==> src/hdl/uart_defines.vh <==
// register map, field positions, reset values and timing counts
`ifndef UART_DEFINES_VH
`define UART_DEFINES_VH
`define ADDR_CTL0 4'h0
`define ADDR_OPT0 4'h1
`define ADDR_TXD 4'h2
`define ADDR_RXD 4'h3
`define ADDR_STAT 4'h4
`define ADDR_BAUD_LO 4'h5
`define ADDR_BAUD_HI 4'h6
`define ADDR_BITSET 4'h7
`define ADDR_BITCLR 4'h8
`define CTL0_RESET 8'h10
`define OPT0_RESET 8'h14
`define BAUD_RESET 16'h0140
`define BIT_PWR 7
`define BIT_TXE 6
`define BIT_RXE 5
`define BIT_DIR 4
`define BIT_PS1 3
`define BIT_PS0 2
`define BIT_CL 1
`define BIT_SL 0
`define OPT_SBT 7
`define OPT_SBL_HI 6
`define OPT_SBL_LO 4
`define OPT_TDL 1
`define OPT_RDL 0
`define ST_PE 0
`define ST_FE 1
`define ST_OVE 2
`define ST_SBF 3
`define ST_TXBUSY 4
`define SBF_RX_BITS 11
`define SBF_TX_BASE 13
`define ENA_DELAY 2
`define FILT_LEN 3
`endif
==> src/hdl/async_serial_unit.v <==
// asynchronous serial channel with lin break support
`timescale 1ns/1ps
`default_nettype none
`include "uart_defines.vh"
//
// Behaviour
// - control register zero is 8 bits, resets to 10h.
// - control register takes byte writes and single-bit set/clear writes.
// - baud divisor covers 300 bps to 625 kbps.
// - tx and rx each have a data register and shift register.
// - rx complete pulse when shifter moves char into rx data register.
// - tx enable pulse when tx data moves into tx shifter.
// - sending needs power and tx enable; writing tx data starts it.
// - transmitter adds start, parity and stop bits itself.
// - frame is one start bit, data, optional parity, stop bits.
// - length, parity, stop count and bit order come from control zero.
// - seven or eight data bits per frame both ways.
// - parity odd, even, forced zero, or none.
// - one or two stop bits appended.
// - tx level option inverts the output line.
// - rx level option inverts the input line.
// - receive input passes a digital noise filter first.
// - parity, framing and overrun errors are flagged.
// - lin break sent with 13 to 20 bit times low.
// - low of 11 or more bit times sets break-received flag.
module async_serial_unit #(
  parameter DIV_W = 16
) (
  input wire sys_clk_in,
  input wire srst_in,
  input wire [3:0] addr_in,
  input wire [7:0] wdata_in,
  input wire wr_in,
  input wire rd_in,
  output reg [7:0] rdata_out,
  input wire serial_in_pin_in,
  output reg serial_out_pin_out,
  output reg rx_complete_irq_out,
  output reg tx_enable_irq_out
);
  reg [7:0] ctl_q;
  reg [7:0] opt_q;
  reg [DIV_W-1:0] baud_q;
  reg [7:0] txd_q;
  reg txd_full_q;
  reg [7:0] rxd_q;
  reg rxd_full_q;
  reg pe_q, fe_q, ove_q, sbf_q;
  reg [1:0] txe_dly_q, rxe_dly_q;
  wire pwr = ctl_q[`BIT_PWR];
  wire ch_rst = srst_in | ~pwr;
  wire tx_on = pwr & txe_dly_q[1];
  wire rx_on = pwr & rxe_dly_q[1];
  wire dir_msb = ctl_q[`BIT_DIR];
  wire [1:0] par_sel = {ctl_q[`BIT_PS1], ctl_q[`BIT_PS0]};
  wire len8 = ctl_q[`BIT_CL];
  wire stop2 = ctl_q[`BIT_SL];
  wire wr_ctl = wr_in & (addr_in == `ADDR_CTL0);
  wire wr_bset = wr_in & (addr_in == `ADDR_BITSET);
  wire wr_bclr = wr_in & (addr_in == `ADDR_BITCLR);
  wire rd_rxd = rd_in & (addr_in == `ADDR_RXD);
  wire rd_stat = rd_in & (addr_in == `ADDR_STAT);
  wire [7:0] bit_mask = 8'h01 << wdata_in[2:0];
  wire tx_load, rx_done, rx_pe, rx_fe, rx_brk;
  wire [7:0] rx_char;
  wire sbf_req = wr_in & (addr_in == `ADDR_OPT0) & wdata_in[`OPT_SBT];
  // register writes
  always @(posedge sys_clk_in) begin
    if (srst_in) begin
      ctl_q <= `CTL0_RESET;
      opt_q <= `OPT0_RESET;
      baud_q <= `BAUD_RESET;
    end else begin
      if (wr_ctl)
        ctl_q <= wdata_in;
      else if (wr_bset)
        ctl_q <= ctl_q | bit_mask;
      else if (wr_bclr)
        ctl_q <= ctl_q & ~bit_mask;
      if (wr_in & (addr_in == `ADDR_OPT0))
        opt_q <= {1'b0, wdata_in[6:0]};
      if (wr_in & (addr_in == `ADDR_BAUD_LO))
        baud_q[7:0] <= wdata_in;
      if (wr_in & (addr_in == `ADDR_BAUD_HI))
        baud_q[DIV_W-1:8] <= wdata_in[DIV_W-9:0];
    end
  end
  // enables settle two cycles after being set
  always @(posedge sys_clk_in) begin
    if (ch_rst) begin
      txe_dly_q <= 2'b00;
      rxe_dly_q <= 2'b00;
    end else begin
      txe_dly_q <= {txe_dly_q[0], ctl_q[`BIT_TXE]};
      rxe_dly_q <= {rxe_dly_q[0], ctl_q[`BIT_RXE]};
    end
  end
  // tx data register; software paces writes on the tx pulse
  always @(posedge sys_clk_in) begin
    if (ch_rst) begin
      txd_q <= 8'h00;
      txd_full_q <= 1'b0;
    end else begin
      if (wr_in & (addr_in == `ADDR_TXD) & tx_on) begin
        txd_q <= wdata_in;
        txd_full_q <= 1'b1;
      end else if (tx_load) begin
        txd_full_q <= 1'b0;
      end
    end
  end
  // rx data register and error flags; set wins over read clear
  always @(posedge sys_clk_in) begin
    if (ch_rst) begin
      rxd_q <= 8'h00;
      rxd_full_q <= 1'b0;
      pe_q <= 1'b0;
      fe_q <= 1'b0;
      ove_q <= 1'b0;
      sbf_q <= 1'b0;
    end else begin
      if (rx_done) begin
        rxd_q <= rx_char;
        rxd_full_q <= 1'b1;
      end else if (rd_rxd) begin
        rxd_full_q <= 1'b0;
      end
      if (rx_done & rxd_full_q & ~rd_rxd)
        ove_q <= 1'b1;
      else if (rd_stat)
        ove_q <= 1'b0;
      if (rx_done & rx_pe)
        pe_q <= 1'b1;
      else if (rd_stat)
        pe_q <= 1'b0;
      if (rx_done & rx_fe)
        fe_q <= 1'b1;
      else if (rd_stat)
        fe_q <= 1'b0;
      if (rx_brk)
        sbf_q <= 1'b1;
      else if (rd_stat)
        sbf_q <= 1'b0;
    end
  end
  // ---------------- transmitter
  localparam TX_IDLE = 2'd0;
  localparam TX_SHIFT = 2'd1;
  localparam TX_BRK = 2'd2;
  reg [1:0] tx_st_q;
  reg [DIV_W-1:0] tx_cnt_q;
  reg [11:0] tx_sh_q;
  reg [4:0] tx_bits_q;
  reg tx_line_q;
  reg brk_pend_q;
  wire tx_tick = (tx_cnt_q == {DIV_W{1'b0}});
  wire [7:0] tx_ord = dir_msb ?
    (len8 ? {txd_q[0], txd_q[1], txd_q[2], txd_q[3],
             txd_q[4], txd_q[5], txd_q[6], txd_q[7]} :
            {1'b0, txd_q[0], txd_q[1], txd_q[2], txd_q[3],
             txd_q[4], txd_q[5], txd_q[6]}) :
    (len8 ? txd_q : {1'b0, txd_q[6:0]});
  wire tx_par_raw = len8 ? ^txd_q : ^txd_q[6:0];
  wire tx_par = (par_sel == 2'b01) ? 1'b0 :
                (par_sel == 2'b10) ? ~tx_par_raw : tx_par_raw;
  wire par_on = (par_sel != 2'b00);
  wire [3:0] nbits = (len8 ? 4'd8 : 4'd7) + {3'b000, par_on};
  assign tx_load = (tx_st_q == TX_IDLE) & txd_full_q & tx_on & ~brk_pend_q;
  always @(posedge sys_clk_in) begin
    if (ch_rst) begin
      tx_st_q <= TX_IDLE;
      tx_cnt_q <= {DIV_W{1'b0}};
      tx_sh_q <= 12'hFFF;
      tx_bits_q <= 5'd0;
      tx_line_q <= 1'b1;
      brk_pend_q <= 1'b0;
    end else begin
      if (sbf_req & tx_on)
        brk_pend_q <= 1'b1;
      tx_cnt_q <= tx_tick ? baud_q : tx_cnt_q - 1'b1;
      case (tx_st_q)
        TX_IDLE: begin
          tx_line_q <= 1'b1;
          if (tx_load) begin
            // start bit first, then data, parity, stop bits
            tx_sh_q <= len8 ?
              {2'b11, (par_on ? tx_par : 1'b1), tx_ord, 1'b0} :
              {3'b111, (par_on ? tx_par : 1'b1), tx_ord[6:0], 1'b0};
            tx_bits_q <= 5'd1 + {1'b0, nbits} + (stop2 ? 5'd2 : 5'd1);
            tx_cnt_q <= baud_q;
            tx_st_q <= TX_SHIFT;
          end else if (brk_pend_q & tx_on) begin
            brk_pend_q <= 1'b0;
            tx_bits_q <= 5'd`SBF_TX_BASE +
                         {2'b00, opt_q[`OPT_SBL_HI:`OPT_SBL_LO]};
            tx_cnt_q <= baud_q;
            tx_st_q <= TX_BRK;
          end
        end
        TX_SHIFT: begin
          tx_line_q <= tx_sh_q[0];
          if (tx_tick) begin
            tx_sh_q <= {1'b1, tx_sh_q[11:1]};
            tx_bits_q <= tx_bits_q - 1'b1;
            // parity off: skipped slot reads as stop (1)
            if (tx_bits_q == 5'd1)
              tx_st_q <= TX_IDLE;
          end
        end
        TX_BRK: begin
          tx_line_q <= 1'b0;
          if (tx_tick) begin
            tx_bits_q <= tx_bits_q - 1'b1;
            if (tx_bits_q == 5'd1)
              tx_st_q <= TX_IDLE;
          end
        end
        default: tx_st_q <= TX_IDLE;
      endcase
    end
  end
  // ---------------- receiver
  wire filt;
  noise_filter #(
    .LEN(`FILT_LEN)
  ) u_filt (
    .sys_clk_in(sys_clk_in),
    .srst_in(ch_rst),
    .raw_in(serial_in_pin_in ^ opt_q[`OPT_RDL]),
    .clean_out(filt)
  );
  localparam RX_IDLE = 2'd0;
  localparam RX_DATA = 2'd1;
  reg [1:0] rx_st_q;
  reg [DIV_W-1:0] rx_cnt_q;
  reg [3:0] rx_idx_q;
  reg [9:0] rx_sh_q;
  reg [4:0] low_bits_q;
  reg [DIV_W-1:0] low_cnt_q;
  reg brk_seen_q;
  reg done_q;
  wire rx_tick = (rx_cnt_q == {DIV_W{1'b0}});
  wire [3:0] rx_total = nbits + 4'd1;
  wire [7:0] rx_raw8 = len8 ? rx_sh_q[8:1] : {1'b0, rx_sh_q[7:1]};
  assign rx_char = dir_msb ?
    (len8 ? {rx_raw8[0], rx_raw8[1], rx_raw8[2], rx_raw8[3],
             rx_raw8[4], rx_raw8[5], rx_raw8[6], rx_raw8[7]} :
            {1'b0, rx_raw8[0], rx_raw8[1], rx_raw8[2], rx_raw8[3],
             rx_raw8[4], rx_raw8[5], rx_raw8[6]}) : rx_raw8;
  wire rx_par_bit = len8 ? rx_sh_q[9] : rx_sh_q[8];
  wire rx_par_calc = len8 ? ^rx_sh_q[8:1] : ^rx_sh_q[7:1];
  assign rx_pe = (par_sel == 2'b11) ? (rx_par_bit != rx_par_calc) :
                 (par_sel == 2'b10) ? (rx_par_bit == rx_par_calc) :
                 (par_sel == 2'b01) ? rx_par_bit : 1'b0;
  assign rx_fe = ~filt;
  assign rx_done = done_q;
  assign rx_brk = brk_seen_q;
  always @(posedge sys_clk_in) begin
    if (ch_rst) begin
      rx_st_q <= RX_IDLE;
      rx_cnt_q <= {DIV_W{1'b0}};
      rx_idx_q <= 4'd0;
      rx_sh_q <= 10'h000;
      done_q <= 1'b0;
    end else begin
      done_q <= 1'b0;
      rx_cnt_q <= rx_tick ? baud_q : rx_cnt_q - 1'b1;
      case (rx_st_q)
        RX_IDLE: begin
          if (rx_on & ~filt) begin
            // first sample lands mid start bit
            rx_cnt_q <= {1'b0, baud_q[DIV_W-1:1]};
            rx_idx_q <= 4'd0;
            rx_st_q <= RX_DATA;
          end
        end
        RX_DATA: begin
          if (rx_tick) begin
            if (rx_idx_q == rx_total) begin
              // stop-bit slot; a break shows here as low
              done_q <= ~(low_bits_q >= 5'd`SBF_RX_BITS - 5'd1);
              rx_st_q <= RX_IDLE;
            end else begin
              rx_sh_q[rx_idx_q] <= filt;
              rx_idx_q <= rx_idx_q + 1'b1;
              if (rx_idx_q == 4'd0 && filt)
                rx_st_q <= RX_IDLE;
            end
          end
        end
        default: rx_st_q <= RX_IDLE;
      endcase
    end
  end
  // low-time meter for lin break detection
  always @(posedge sys_clk_in) begin
    if (ch_rst) begin
      low_bits_q <= 5'd0;
      low_cnt_q <= {DIV_W{1'b0}};
      brk_seen_q <= 1'b0;
    end else begin
      brk_seen_q <= 1'b0;
      if (filt | ~rx_on) begin
        brk_seen_q <= rx_on & (low_bits_q >= 5'd`SBF_RX_BITS);
        low_bits_q <= 5'd0;
        low_cnt_q <= baud_q;
      end else if (low_cnt_q == {DIV_W{1'b0}}) begin
        low_cnt_q <= baud_q;
        if (low_bits_q != 5'h1F)
          low_bits_q <= low_bits_q + 1'b1;
      end else begin
        low_cnt_q <= low_cnt_q - 1'b1;
      end
    end
  end
  // ---------------- outputs and read port
  always @(posedge sys_clk_in) begin
    if (srst_in) begin
      rdata_out <= 8'h00;
      serial_out_pin_out <= 1'b1;
      rx_complete_irq_out <= 1'b0;
      tx_enable_irq_out <= 1'b0;
    end else begin
      // unpowered line idles high, still honouring inversion
      serial_out_pin_out <= (pwr ? tx_line_q : 1'b1) ^ opt_q[`OPT_TDL];
      rx_complete_irq_out <= rx_done & rx_on;
      tx_enable_irq_out <= tx_load;
      rdata_out <= 8'h00;
      if (rd_in) begin
        case (addr_in)
          `ADDR_CTL0: rdata_out <= ctl_q;
          `ADDR_OPT0: rdata_out <= opt_q;
          `ADDR_TXD: rdata_out <= txd_q;
          `ADDR_RXD: rdata_out <= rxd_q;
          `ADDR_STAT: rdata_out <= {3'b000, (tx_st_q != TX_IDLE),
                                    sbf_q, ove_q, fe_q, pe_q};
          `ADDR_BAUD_LO: rdata_out <= baud_q[7:0];
          `ADDR_BAUD_HI: rdata_out <= baud_q[DIV_W-1:8];
          default: rdata_out <= 8'h00;
        endcase
      end
    end
  end
endmodule // async_serial_unit
`default_nettype wire

==> src/hdl/noise_filter.v <==
// all-samples-equal digital noise filter for the serial input
`timescale 1ns/1ps
`default_nettype none
module noise_filter #(
  parameter LEN = 3
) (
  input wire sys_clk_in,
  input wire srst_in,
  input wire raw_in,
  output reg clean_out
);
  reg [LEN-1:0] hist_q;
  always @(posedge sys_clk_in) begin
    if (srst_in) begin
      hist_q <= {LEN{1'b1}};
      clean_out <= 1'b1;
    end else begin
      hist_q <= {hist_q[LEN-2:0], raw_in};
      // level changes only after LEN equal samples
      if (&hist_q)
        clean_out <= 1'b1;
      else if (~|hist_q)
        clean_out <= 1'b0;
    end
  end
endmodule // noise_filter
`default_nettype wire

==> config.mk <==
export PLATFORM = sky130hd
export DESIGN_NAME = async_serial_unit
export DESIGN_NICKNAME = d
export VERILOG_FILES = /design/src/hdl/async_serial_unit.v /design/src/hdl/noise_filter.v
export VERILOG_INCLUDE_DIRS = /design/src /design/src/hdl
export SDC_FILE = /design/constraint.sdc
export NUM_CORES = 1
export LEC_CHECK = 0
export BUFFER_PORTS_ARGS = -buffer_cell sky130_fd_sc_hd__buf_2
export CAP_MARGIN = 20
export CORE_ASPECT_RATIO = 0.7
export CORE_MARGIN = 10
export CORE_UTILIZATION = 61
export CTS_CLUSTER_DIAMETER = 80
export DETAILED_ROUTE_END_ITERATION = 8
export GPL_TIMING_DRIVEN = 0
export PLACE_DENSITY = 0.9
export SLEW_MARGIN = 30
export SYNTH_ARGS = -nofsm -noshare
export SYNTH_HDL_FRONTEND = slang
export SYNTH_HIERARCHICAL = 1
export SYNTH_SLANG_ARGS = --single-unit
==> constraint.sdc <==
create_clock -name sys_clk_in -period 2.9 [get_ports sys_clk_in]
set_input_delay 0.29 -clock sys_clk_in [delete_from_list [all_inputs] [get_ports sys_clk_in]]
set_output_delay 0.29 -clock sys_clk_in [all_outputs]
set_load 0.005 [all_outputs]
==> summary.txt <==
Power and ir drop
  – VDD IR-drop max: 0.3483 mV
  – Leak: 3.459 nW
  – Final Power: 5.075 mW
  – Pwr per Cell Area: 536.8 nW/um^2

Layout
  – # diodes: 0
  – Final Non-Filler Cells: 1245
  – Layout Nets: 1091
  – Area Growth Syn to Fin: 12.69%
  – Fillcell total: 1019
  – Fin area: 9453 um^2
  – Share of layout cells above drive strength 1: 0.08019
  – Final Util: 0.7101

Drt
  – Detailed-route via count: 8012
  – Met1 Routed Length: 10.48 mm
  – Wire length on met2: 10.95 mm
  – Iter 0 DRT Violations: 1145
  – DRC viols: 0
  – Via density: 6.435
  – Final antenna-violating net count: 0
  – TritonRoute pass-1 iters: 7
  – Max Used Layer: met4
  – DR WL/cell: 20.58 um
  – Met3 WL post-DR: 3.500 mm
  – DRT Wirelength: 25.63 mm

Die
  – Initial core utilization: 0.6301
  – Full die area: 18920 um^2
  – Die H: 118.1 um
  – IO Pins: 28
  – Core area: 13310 um^2
  – FP Rows: 35
  – Horiz. Die Dim: 160.2 um

STA
  – Hold slack: 0.1868 ns
  – Worst Clk Skew: 0.009114 ns
  – Final min period: 2.824 ns
  – Peak Freq: 354.2 MHz
  – Hold Fails Final Rpt: 0
  – Relative slew margins: 0.3397
  – Final Setup Violations: 0
  – Final period util: 0.9737
  – Fin Setup TNS: 0 ns
  – Final WS setup: 0.07634 ns
  – Unrepaired setup endpoints after global routing: false
  – Actual slew at the worst max-slew pin: 0.9904 ns
  – Final slew viol count: 0

Min path
  – Hold Crit Depth: 3
  – Hold Path Sink: baud_q[7]$_SDFFE_PP0P_
  – Hold Path Class: input pin to register
  – Hold path startpoint: wdata_in[7]

Clocking
  – Clock transition at path regs: 0.06 ns
  – TritonCTS clock tree: built
  – H-tree levels: 4
  – Clock root cell: clkbuf_16
  – Post-cts hold buffer count: 0
  – Worst skew pair latency: 0.43 ns
  – Setup repair bufs after CTS: 0
  – CTS Buf Count: 17
  – Number of buffers on the longest clock path: 2
  – Clock Sink Count: 160

Worst setup path
  – CP max FO: 10
  – Worst reg2reg endpoint: tx_bits_q[2]$_SDFFE_PP0P_
  – CP arrival: 3.11 ns
  – Reg-to-reg setup timing slack: 0.08 ns
  – Critical Path RT: 3.19 ns
  – Worst setup EP type: register
  – R2R cell count: 10
  – Startpoint Class: register
  – Type of the worst setup path: register to register

Run
  – Number of max-cap violations: 0

Global route
  – Gr ovfl total: 0
  – Antenna violations before repair: 0
  – Vias in the first global route: 7557
  – First-pass GRT wire length: 40.71 mm
  – All-layer global routing usage: 0.2630
  – Pin count of the biggest net entering global routing: 17

Yosys
  – Mapped Nets: 1047
  – Synth top area share: 0.3819
  – FF+latch count, synth: 160
  – Seq/Total Area, Yosys: 0.3819
  – Synth Warn #: 6
  – Avg Cell Area, Syn: 8.363 um^2
  – Ys flop type: dfxtp_1
  – Async SR Flop Fraction: 0
  – Synth area leaders: dfxtp_1 (38%), mux2i_1 (7.4%), nor2_1 (6.9%)
  – Count of cell types in the netlist: 68
  – Netlist Area Pre-Place: 8388 um^2
  – EDFF count, synth: 0
  – Area leader, netlist: dfxtp_1
  – Cells after Synth: 1003

Place
  – Placed cell count: 1213
  – PortBufs: 25
  – DP Wirelength: 17.66 mm
  – Worst slack, placed: -0.1775 ns
  – GPL Wtd Cong: 0.9898
  – Dpl cell area: 8750 um^2

Status
  – Status: complete, no violations
==> state kept, by name, indices dropped and copies added (netlist names), 3 cells and up, named ones only <==
register	count
low_bits_q	5
rx_sh_q	9
rx_idx_q	4
tx_cnt_q	16
baud_q	16
rx_cnt_q	16
rdata_out	8
rxd_q	8
u_filt/hist_q	3
low_cnt_q	16
tx_bits_q	5
opt_q	7
txd_q	8
tx_sh_q	10
==> layer usage <==
| layer | up-vias | global-route usage |
|---|---|---|
| met4 | 0 | 0.08124 |
| li1 | 3658 | - |
| met2 | 538 | 0.3912 |
| met1 | 3730 | 0.3529 |
| met3 | 86 | 0.08700 |
| met5 | - | 0 |
==> cell families (layout without fill, tap and decap cells) <==
logic type	after synthesis	in the layout	share of synthesized area
simple gates	397	397	0.2284
compound gates	212	212	0.1641
flops	160	160	0.3819
buf+inv	83	140	0.03774
mux	69	69	0.08607
xor+xnor	55	55	0.06071
fa+ha+maj	27	27	0.04117
==> cell type report <==
class,count,area [um^2],share of cell area
multi-input combinational,760,4891,0.5174
clock buffer,20,456.7,0.04831
buffer,56,216.5,0.02290
tap,185,231.5,0.02449
sequential,160,3203,0.3388
clock inverter,12,227.7,0.02409
timing repair buffer,25,125.1,0.01324
inverter,27,101.3,0.01072
==> cells in the mapped netlist, types with 3 or more instances <==
master,instances
a211o_1,5
a211oi_1,37
a21oi_1,70
a221oi_1,3
a22oi_1,6
a311oi_1,8
a31oi_1,5
a32oi_1,3
and2_1,6
and3_1,4
buf_1,5
clkbuf_1,49
dfxtp_1,160
ha_1,26
inv_1,26
mux2_2,5
mux2i_1,62
nand2_1,86
nand2b_1,10
nand3_1,40
nand3b_1,7
nand4_1,7
nor2_1,154
nor2b_1,12
nor3_1,22
nor3b_1,5
nor4_1,14
o211ai_1,16
o21ai_0,38
o31ai_1,5
or3_1,4
or4_1,7
xnor2_1,33
xor2_1,20
==> worst max-delay path, cell delays in order (launching register included) <==
cell	delay (ns)
dfxtp_1	0.39
clkbuf_2	0.30
inv_1	0.26
ha_2	0.50
ha_1	0.18
inv_1	0.06
fa_1	0.39
xnor2_1	0.20
mux2i_1	0.12
o211ai_1	0.20
a21oi_1	0.09
==> power by group <==
group | switching, mW | internal [mW] | total, mW | leakage [nW]
Combinational | 0.140 | 0.0672 | 0.207 | 1.84
Clock | 0.976 | 1.67 | 2.64 | 0.331
Sequential | 0.0165 | 2.21 | 2.22 | 1.29
==> worst max-delay path by stage <==
stage / startpoint / endpoint / slack, ns
floorplan: tx_cnt_q[7]$_SDFF_PP0_ / tx_sh_q[8]$_SDFFE_PP1P_ / 0.42
global placement: register / tx_bits_q[2]$_SDFFE_PP0P_ / -0.09
detailed placement: register / tx_bits_q[2]$_SDFFE_PP0P_ / -0.18
CTS: register / tx_bits_q[2]$_SDFFE_PP0P_ / 0.06
global route: register / tx_bits_q[2]$_SDFFE_PP0P_ / 0.008
finish: register / tx_bits_q[2]$_SDFFE_PP0P_ / 0.08
==> repair_timing <==
item | CTS | global route
setup endpoints to repair | 6 | 13
gates resized for setup | 1 | 2
pin swaps | 0 | 1
==> placed cells by master, fill, tap and decap left out, drive strengths merged, types with 20 or more instances in the layout <==
| cell type | count |
|---|---|
| ha | 26 |
| inv | 29 |
| nor2 | 154 |
| dfxtp | 160 |
| mux2i | 62 |
| o21ai | 39 |
| a21oi | 70 |
| a211oi | 38 |
| xnor2 | 33 |
| clkbuf | 69 |
| buf | 32 |
| nand2 | 86 |
| nand3 | 40 |
| xor2 | 20 |
| nor3 | 22 |
(Power assumes the default switching activity.)
